<file path="config.mk">
export PLATFORM = sky130hd
export DESIGN_NAME = pms_power_mode_sequencer
export DESIGN_NICKNAME = d
export VERILOG_FILES = /design/src/include/pms_pkg.sv /design/src/logic/pms_power_mode_sequencer.sv
export SDC_FILE = /design/constraint.sdc
export NUM_CORES = 1
export LEC_CHECK = 0
export ABC_AREA = 1
export BUFFER_PORTS_ARGS = -buffer_cell sky130_fd_sc_hd__buf_2
export CAP_MARGIN = 0
export CORE_ASPECT_RATIO = 0.5
export CORE_MARGIN = 4
export CORE_UTILIZATION = 50
export CTS_CLUSTER_DIAMETER = 200
export CTS_CLUSTER_SIZE = 24
export DETAILED_ROUTE_END_ITERATION = 10
export HOLD_SLACK_MARGIN = 0.12
export PLACE_DENSITY = 0.79
export SLEW_MARGIN = 40
export SYNTH_ARGS = -nofsm -noshare
export SYNTH_HDL_FRONTEND = slang
export SYNTH_SLANG_ARGS = --single-unit
</file>
<file path="constraint.sdc">
create_clock -name clk_i -period 1.9 [get_ports clk_i]
set_input_delay 0.285 -clock clk_i [delete_from_list [all_inputs] [get_ports clk_i]]
set_output_delay 0.285 -clock clk_i [all_outputs]
set_load 0.05 [all_outputs]
</file>
<file path="src/include/pms_pkg.sv">
// Package with constants, types and register map of the power mode sequencer
package pms_pkg;

  // ********************************************************************
  // Clock and timing
  // ********************************************************************
  localparam int CLK_PERIOD_NS = 10;
  localparam int POR_TIME_NS   = 160;   // Internal power-on reset hold time
  localparam int RST_TIME_NS   = 80;    // Internal system reset hold time
  localparam int POR_CYCLES    = (POR_TIME_NS + CLK_PERIOD_NS - 1) / CLK_PERIOD_NS;
  localparam int RST_CYCLES    = (RST_TIME_NS + CLK_PERIOD_NS - 1) / CLK_PERIOD_NS;
  localparam logic [4:0] POR_LAST = 5'(POR_CYCLES - 1);
  localparam logic [4:0] RST_LAST = 5'(RST_CYCLES - 1);

  // ********************************************************************
  // Register map (byte addresses, one word each)
  // ********************************************************************
  localparam logic [7:0] OFS_TASK_CL    = 8'h00;  // constant_latency_task
  localparam logic [7:0] OFS_TASK_LP    = 8'h04;  // low_power_select_task
  localparam logic [7:0] OFS_SYSOFF     = 8'h08;  // System OFF request
  localparam logic [7:0] OFS_STATUS     = 8'h0C;  // Mode and idle status
  localparam logic [7:0] OFS_RAM_CFG    = 8'h10;  // RAM power and retention
  localparam logic [7:0] OFS_WAKE_CAUSE = 8'h14;  // Sticky wake causes, write 1 clears

  // Field positions
  localparam int STAT_CL_BIT   = 8;
  localparam int STAT_IDLE_BIT = 9;
  localparam int STAT_EMU_BIT  = 10;
  localparam int RAM_BLOCKS    = 8;

  // ********************************************************************
  // Types
  // ********************************************************************
  typedef enum logic [5:0] {
    ST_DISABLED = 6'h01,
    ST_POR      = 6'h02,
    ST_ON       = 6'h04,
    ST_OFF      = 6'h08,
    ST_EMUOFF   = 6'h10,
    ST_WAKERST  = 6'h20
  } pms_state_t;

  typedef struct packed {
    logic [7:0] retain;   // Bits [15:8]
    logic [7:0] power;    // Bits [7:0], on while idle when set
  } pms_ram_cfg_t;

  typedef struct packed {
    logic por;            // Bit 3
    logic debug;          // Bit 2
    logic reset;          // Bit 1
    logic detect;         // Bit 0
  } pms_cause_t;

  localparam pms_ram_cfg_t RAM_CFG_RST = '{retain: 8'h00, power: 8'hFF};
  localparam pms_cause_t   CAUSE_RST   = '{por: 1'b1, debug: 1'b0, reset: 1'b0, detect: 1'b0};

endpackage

</file>
<file path="src/logic/pms_power_mode_sequencer.sv">
// Power mode sequencer: disable pin, power-on reset, System ON sub-modes, System OFF
//
// Overview of operation
// - Enable pin low keeps regulator off
// - Enable pin high turns regulator on
// - Disabled to enabled performs power-on reset
// - System OFF entered only by software request
// - System OFF powers core down, stops tasks
// - Wake on detect, reset or debug start
// - Every wake from OFF is a system reset
// - Retained RAM blocks keep contents in OFF
// - RAM settings survive a system reset
// - Debug session emulates OFF, all stays powered
// - After power-on reset: ON, low power
// - No activity in low power gives idle
// - Activity leaves idle, completion returns
// - Regulator and clock demand follow activity in low power
// - Constant latency task selects constant latency
// - Constant latency keeps base resources enabled
// - Low power task returns to low power
// - Unused RAM blocks powered off during idle
`timescale 1ns/1ns
`default_nettype none

module pms_power_mode_sequencer
  import pms_pkg::*;
(
  // Clock, reset and enable
  input  wire logic        clk_i,
  input  wire logic        rst_i,
  input  wire logic        ce_i,
  // Pins and debug port, asynchronous
  input  wire logic        enable_pin_i,
  input  wire logic        ext_reset_n_i,
  input  wire logic        debug_session_i,
  // Same-clock inputs from the system
  input  wire logic        gpio_detect_i,
  input  wire logic        app_busy_i,
  input  wire logic        modem_busy_i,
  // Wishbone slave
  input  wire logic        wb_cyc_i,
  input  wire logic        wb_stb_i,
  input  wire logic        wb_we_i,
  input  wire logic [7:0]  wb_adr_i,
  input  wire logic [3:0]  wb_sel_i,
  input  wire logic [31:0] wb_dat_i,
  output logic      [31:0] wb_dat_o,
  output logic             wb_ack_o,
  // Power and reset controls
  output logic             regulator_en_o,
  output logic             por_o,
  output logic             sys_reset_o,
  output logic             core_power_o,
  output logic             clocks_on_o,
  output logic             task_stop_o,
  output logic             idle_o,
  output logic             base_res_on_o,
  output logic             res_demand_o,
  output logic      [7:0]  ram_power_o,
  output logic      [7:0]  ram_retain_o
);

  // ********************************************************************
  // Helper functions
  // ********************************************************************

  // Word decode, low two address bits ignored
  function automatic logic word_hit(input logic [7:0] adr, input logic [7:0] ofs);
    word_hit = (adr[7:2] == ofs[7:2]);
  endfunction

  // Byte-lane merge for a 16-bit field
  function automatic logic [15:0] lane_merge(input logic [15:0] old_v,
                                             input logic [31:0] dat,
                                             input logic [3:0]  sel);
    lane_merge = old_v;
    if (sel[0])
    begin
      lane_merge[7:0] = dat[7:0];
    end
    if (sel[1])
    begin
      lane_merge[15:8] = dat[15:8];
    end
  endfunction

  // ********************************************************************
  // Input synchronisers
  // ********************************************************************
  logic [2:0] sync1_ff;
  logic [2:0] sync2_ff;
  logic       dbg_d_ff;
  logic [2:0] nxt_sync1;
  logic [2:0] nxt_sync2;
  logic       nxt_dbg_d;
  logic       en_s;
  logic       rst_pin_s;
  logic       dbg_s;
  logic       dbg_start;

  // Stage one is read only by stage two
  always_comb
  begin
    nxt_sync1 = {debug_session_i, ~ext_reset_n_i, enable_pin_i};
    nxt_sync2 = sync1_ff;
    nxt_dbg_d = sync2_ff[2];
  end

  always_ff @(posedge clk_i)
  begin
    if (rst_i)
    begin
      sync1_ff <= 3'h0;
      sync2_ff <= 3'h0;
      dbg_d_ff <= 1'b0;
    end
    else if (ce_i)
    begin
      sync1_ff <= nxt_sync1;
      sync2_ff <= nxt_sync2;
      dbg_d_ff <= nxt_dbg_d;
    end
  end

  assign en_s      = sync2_ff[0];
  assign rst_pin_s = sync2_ff[1];
  assign dbg_s     = sync2_ff[2];
  assign dbg_start = dbg_s & ~dbg_d_ff;   // Rising edge of a debug session

  // ********************************************************************
  // Wishbone slave
  // ********************************************************************
  logic         ack_ff;
  logic [31:0]  rdat_ff;
  logic         nxt_ack;
  logic [31:0]  nxt_rdat;
  logic         bus_wr;
  logic         cl_task;
  logic         lp_task;
  logic         sysoff_req;
  logic         ram_wr;
  logic         cause_wr;
  pms_state_t   st_ff;
  logic         cl_ff;
  pms_ram_cfg_t ram_ff;
  pms_cause_t   cause_ff;

  // Write acts on the edge where the master samples ack
  assign bus_wr     = wb_cyc_i & wb_stb_i & wb_we_i & ack_ff;
  assign cl_task    = bus_wr & word_hit(wb_adr_i, OFS_TASK_CL) & wb_sel_i[0] & wb_dat_i[0];
  assign lp_task    = bus_wr & word_hit(wb_adr_i, OFS_TASK_LP) & wb_sel_i[0] & wb_dat_i[0];
  assign sysoff_req = bus_wr & word_hit(wb_adr_i, OFS_SYSOFF) & wb_sel_i[0] & wb_dat_i[0];
  assign ram_wr     = bus_wr & word_hit(wb_adr_i, OFS_RAM_CFG);
  assign cause_wr   = bus_wr & word_hit(wb_adr_i, OFS_WAKE_CAUSE) & wb_sel_i[0];

  // One wait state; unmapped reads return zero, unmapped writes are dropped
  always_comb
  begin
    nxt_ack  = wb_cyc_i & wb_stb_i & ~ack_ff;
    nxt_rdat = 32'h0000_0000;
    if (word_hit(wb_adr_i, OFS_STATUS))
    begin
      nxt_rdat[5:0]           = st_ff;
      nxt_rdat[STAT_CL_BIT]   = cl_ff;
      nxt_rdat[STAT_IDLE_BIT] = idle_o;
      nxt_rdat[STAT_EMU_BIT]  = (st_ff == ST_EMUOFF);
    end
    else if (word_hit(wb_adr_i, OFS_RAM_CFG))
    begin
      nxt_rdat[15:0] = ram_ff;
    end
    else if (word_hit(wb_adr_i, OFS_WAKE_CAUSE))
    begin
      nxt_rdat[3:0] = cause_ff;
    end
  end

  always_ff @(posedge clk_i)
  begin
    if (rst_i)
    begin
      ack_ff  <= 1'b0;
      rdat_ff <= 32'h0000_0000;
    end
    else if (ce_i)
    begin
      ack_ff  <= nxt_ack;
      rdat_ff <= nxt_rdat;
    end
  end

  assign wb_ack_o = ack_ff;
  assign wb_dat_o = rdat_ff;

  // ********************************************************************
  // Power mode state machine
  // ********************************************************************
  logic [4:0]   cnt_ff;
  pms_state_t   nxt_st;
  logic [4:0]   nxt_cnt;
  logic         nxt_cl;
  pms_ram_cfg_t nxt_ram;
  pms_cause_t   nxt_cause;
  logic         wake_any;
  logic         busy;

  assign wake_any = gpio_detect_i | rst_pin_s | dbg_start;
  assign busy     = app_busy_i | modem_busy_i;

  // Clear comes first so a wake in the same cycle keeps its flag
  always_comb
  begin
    nxt_st    = st_ff;
    nxt_cnt   = cnt_ff;
    nxt_cl    = cl_ff;
    nxt_ram   = ram_ff;
    nxt_cause = cause_ff;
    if (cause_wr)
    begin
      nxt_cause = cause_ff & ~pms_cause_t'(wb_dat_i[3:0]);
    end
    if (ram_wr)
    begin
      nxt_ram = lane_merge(ram_ff, wb_dat_i, wb_sel_i);
    end
    case (st_ff)
      ST_DISABLED:
      begin
        if (en_s)
        begin
          nxt_st  = ST_POR;
          nxt_cnt = POR_LAST;
        end
      end
      ST_POR:
      begin
        // Full reset clears even the retained settings
        nxt_ram   = RAM_CFG_RST;
        nxt_cl    = 1'b0;
        nxt_cause = CAUSE_RST;
        if (cnt_ff == 5'h00)
        begin
          nxt_st = ST_ON;
        end
        else
        begin
          nxt_cnt = cnt_ff - 5'h01;
        end
      end
      ST_ON:
      begin
        if (rst_pin_s)
        begin
          nxt_st          = ST_WAKERST;
          nxt_cnt         = RST_LAST;
          nxt_cause.reset = 1'b1;
        end
        else if (sysoff_req)
        begin
          // Debug keeps everything alive; software must spin after the request
          nxt_st = dbg_s ? ST_EMUOFF : ST_OFF;
        end
        else if (cl_task && !lp_task)
        begin
          nxt_cl = 1'b1;
        end
        else if (lp_task && !cl_task)
        begin
          nxt_cl = 1'b0;
        end
      end
      ST_OFF, ST_EMUOFF:
      begin
        if (wake_any)
        begin
          nxt_st           = ST_WAKERST;
          nxt_cnt          = RST_LAST;
          // Built on the cleared value so a clear of other causes still lands
          nxt_cause.detect = nxt_cause.detect | gpio_detect_i;
          nxt_cause.reset  = nxt_cause.reset | rst_pin_s;
          nxt_cause.debug  = nxt_cause.debug | dbg_start;
        end
      end
      ST_WAKERST:
      begin
        // System reset: sub-mode back to default, RAM settings kept
        nxt_cl = 1'b0;
        if (cnt_ff == 5'h00)
        begin
          nxt_st = ST_ON;
        end
        else
        begin
          nxt_cnt = cnt_ff - 5'h01;
        end
      end
      default:
      begin
        nxt_st = ST_DISABLED;
      end
    endcase
    // Pin override beats every internal mode
    if (!en_s)
    begin
      nxt_st = ST_DISABLED;
    end
  end

  always_ff @(posedge clk_i)
  begin
    if (rst_i)
    begin
      st_ff    <= ST_DISABLED;
      cnt_ff   <= 5'h00;
      cl_ff    <= 1'b0;
      ram_ff   <= RAM_CFG_RST;
      cause_ff <= CAUSE_RST;
    end
    else if (ce_i)
    begin
      st_ff    <= nxt_st;
      cnt_ff   <= nxt_cnt;
      cl_ff    <= nxt_cl;
      ram_ff   <= nxt_ram;
      cause_ff <= nxt_cause;
    end
  end

  // ********************************************************************
  // Power and clock controls
  // ********************************************************************

  // Decoded from state flops; idle_o, res_demand_o and ram_power_o also follow the busy inputs combinationally
  always_comb
  begin
    regulator_en_o = (st_ff != ST_DISABLED);
    por_o          = (st_ff == ST_POR);
    sys_reset_o    = (st_ff == ST_WAKERST);
    core_power_o   = (st_ff == ST_ON) || (st_ff == ST_POR) ||
                     (st_ff == ST_WAKERST) || (st_ff == ST_EMUOFF);
    clocks_on_o    = core_power_o;
    task_stop_o    = (st_ff == ST_OFF);
    idle_o         = (st_ff == ST_ON) && !cl_ff && !busy;
    base_res_on_o  = (st_ff == ST_ON) && cl_ff;
    res_demand_o   = ((st_ff == ST_ON) && (cl_ff || busy)) ||
                     (st_ff == ST_EMUOFF);
    ram_retain_o   = 8'h00;
    ram_power_o    = 8'h00;
    case (st_ff)
      ST_OFF:
      begin
        ram_retain_o = ram_ff.retain;
      end
      ST_ON:
      begin
        ram_retain_o = ram_ff.retain;
        ram_power_o  = idle_o ? ram_ff.power : 8'hFF;
      end
      ST_POR, ST_WAKERST, ST_EMUOFF:
      begin
        ram_power_o = 8'hFF;
      end
      default:
      begin
        ram_power_o = 8'h00;
      end
    endcase
  end
endmodule

`default_nettype wire

</file>
==> results.cfg <==
[layout]
area_growth_syn_to_layout_pct = 26.0
diodes = 0
non_filler_cells_in_the_finished_layout = 654
drive_above_1_share_pct = 28.4
nets = 624
fillers = 552

[critical_path]
slowest_stage = dfxtp_2
worstPathRequired_ns = 1.62
worst-path-buf-inv = 1
critical_path_fanouts_max = 7
critPathLaunchType = register
worst_path_arrival_ns = 1.57
critical_path_start_end_classification = reg -> out
critical_path.cell_chain = nor2_4, nand3_4, nor2_1, clkbuf_4
critical_path.max_stage_delay_ns = 0.35
crit_path_end_kind = output port
path_delay_family = simple AND/OR/NAND/NOR gates

[timing]
rsz0062_at_grt = true
hold-worst-slack_ns = 0.164
finalClockSkew_ns = 0.00587
fmax_mhz = 538
timing.final.hold_violations = 0
finalCritPeriodShare_pct = 97.8
worstMarginPinSlew_ns = 0.748
period_minus_slack_ns = 1.86
headroom_to_the_max_slew_limit_pct = 50.0
final_max_slew_viol_count = 0
setup_violations = 0

[route]
finalWirelength_um = 8480
vias = 3286
post_drt_wl_per_cell_um = 13.0
avgViaCountPerCell = 5.02
postRouteAntennaNets = 0
firstDrtPassIters = 5
iter_0_drt_violations = 283
drc = 0

[floorplanning]
die_w_um = 121
die_y_um = 64.3
die_area_um2 = 7750
rows = 20
core_area_um2 = 6110
floorplan.io_pins = 114
initial_utilization_pct = 51.9

[placed_design]
place_congestion = 0.900
port_buffers = 77
place.detailed.hpwl_um = 6140
placed_cells = 640

[clock_tree]
cts.root.buffer_cell = clkbuf_16
clk_pin_slew_ns = 0.07
cts-hold-fix-buffers = 0
cts_inserted_buffers = 5
cts_sinks = 56
tritoncts = yes
htree_depth = 2
cts_buffer_depth = 2
clk-insertion-delay-late_ns = 0.30

[logic_synthesis]
mappedNetlistArea_um2 = 3170
netlist_instances = 480
cell_accounting_for_the_most_synthesized_area = dfxtp_1
netlist_cell_types = 31
ys_seq_elements = 56
synth-warning-count = 0
synth_sequential_area_ratio_pct = 35.4
ranking_of_synthesized_cells_by_area = dfxtp_1 35%, nand2_1 13%, nor2_1 8.4%, a21oi_1 7.1%, inv_1 6.6%
netlist.area_leader.share_pct = 35.4
syn_avg_cell_area_um2 = 6.60

[grt]
groute.usage.overall_pct = 21.6
via_count_of_the_first_global_routing_pass = 2892
largest_net_degree_at_the_start_of_global_routing = 31
grt_overflow = 0
antenna_found_initial = 0
grt_first_pass_wirelength_um = 13500

[pwr]
power.ir.vdd_worst_mv = 0.390
cellLeakagePower_uw = 0.00188
cellPowerDensity_nw_per_um2 = 673

[outcome]
status = finished, final reports clean

[min_path]
min-delay-path-class = in -> reg

[run]
drv_cap = 0
path summary, 6_finish.rpt:
check	to	startpoint	cells past startpoint	slack, ns
max reg2reg	cl_ff	wb_ack_o	12	0.10
max	idle_o	st_ff[4]	4	0.04
min reg2reg	wb_dat_o[11]	ram_ff[11]	2	0.46
min	nxt_sync2[1]	ext_reset_n_i	2	0.16
metrics by stage:
step                setup TNS (ns)  power (uW)  setup slack, ns  cell area [um^2]  util [%]
floorplan                  -0.0588        1640          -0.0588              3230         -
global placement                 0        1720           0.0154              3600      59.0
detailed placement        -0.00426        1730         -0.00426              3600      59.0
CTS                        -0.0765        2690          -0.0277              3880      63.6
global route                -0.140        2810          -0.0282              3990      65.4
finish                           0        2690           0.0409              3990      65.4
power by group:
| part | leakage, uW | internal [uW] | switching [uW] |
|---|---|---|---|
| Combinational | 0.00135 | 147 | 353 |
| Clock | 0.0000719 | 501 | 450 |
| Sequential | 0.000457 | 1200 | 30.5 |
| Total | 0.00188 | 1850 | 833 |
synth_stat cells:
cell / instances
nor2_1: 71
a22o_1: 4
nand3_2: 5
inv_4: 1
o21ai_0: 24
nor2_2: 6
o211ai_1: 2
nand3_4: 1
buf_1: 1
dfxtp_1: 56
nand2_4: 2
inv_1: 56
o21ai_1: 10
a31oi_1: 4
nand4_1: 5
or2_2: 1
xor2_1: 2
nand3_1: 23
conb_1: 1
a21oi_1: 45
buf_2: 3
buf_6: 3
nand2_1: 106
nor2_4: 6
nor3_1: 2
inv_2: 4
and2_1: 1
ha_1: 3
nand2_2: 7
buf_4: 18
clkbuf_1: 7
cell type report:
type	count	area [um^2]	area share [%]
tap	88	110	2.76
multi-input combinational	347	1750	43.9
clock inverter	3	27.5	0.690
sequential	56	1130	28.4
clock buffer	5	125	3.13
timing repair buffer	93	601	15.0
timing repair inverter	1	5.00	0.125
inverter	61	239	5.99
logic make-up (layout without fill, tap and decap cells):
group | after synthesis | in the layout | synth area share, %
AO/OA/AOI/OAI | 89 | 89 | 14.8
XOR/XNOR | 2 | 2 | 0.553
other | 1 | 16 | 0.118
buffers and inverters | 93 | 163 | 14.1
flip-flops | 56 | 56 | 35.4
AND/OR/NAND/NOR | 236 | 237 | 33.8
adder cells (fa/ha/maj) | 3 | 3 | 1.18
worst reg2reg max path: stages (launching register included):
cell     delay (ns)
dfxtp_2        0.36
nand2_2        0.07
nor2_4         0.13
inv_2          0.06
nor2_4         0.11
nand3_2        0.07
or2_2          0.31
ha_4           0.26
inv_1          0.03
nand2_1        0.05
nand2_1        0.06
nand4_1        0.09
a21oi_1        0.07
sequential cells by signal, summed over array words and instances, names as in the netlist:
| signal | count |
|---|---|
| dbg_d_ff | 1 |
| wb_dat_o | 16 |
| cnt_ff | 5 |
| sync2_ff | 3 |
| st_ff | 6 |
| cause_ff | 4 |
| nxt_sync2 | 3 |
| wb_ack_o | 1 |
| ram_ff | 16 |
| cl_ff | 1 |
cells in the final DEF, fill, tap and decap left out, types with 12 or more instances in the layout:
master   count
buf_4       23
nand2_1    103
nor2_1      61
nor2_2      13
dfxtp_1     49
buf_6       12
nand3_1     22
conb_1      16
buf_2       57
a21oi_1     45
o21ai_0     24
inv_1       53
layer usage:
layer	GRT usage (%)	up-vias	routed length, um
met4	5.51	0	110
met5	0	-	0
li1	-	1662	-
met2	35.6	117	3920
met1	28.8	1494	3780
met3	4.95	13	674
timing repair:
| action | CTS | global route |
|---|---|---|
| gates cloned | 1 | 1 |
| endpoints found under the setup margin | 20 | 21 |
| setup buffers | 2 | 2 |
| pin swaps | 3 | 10 |
| gates resized for setup | 41 | 29 |
Note: power is estimated with default switching activity, not from simulation.
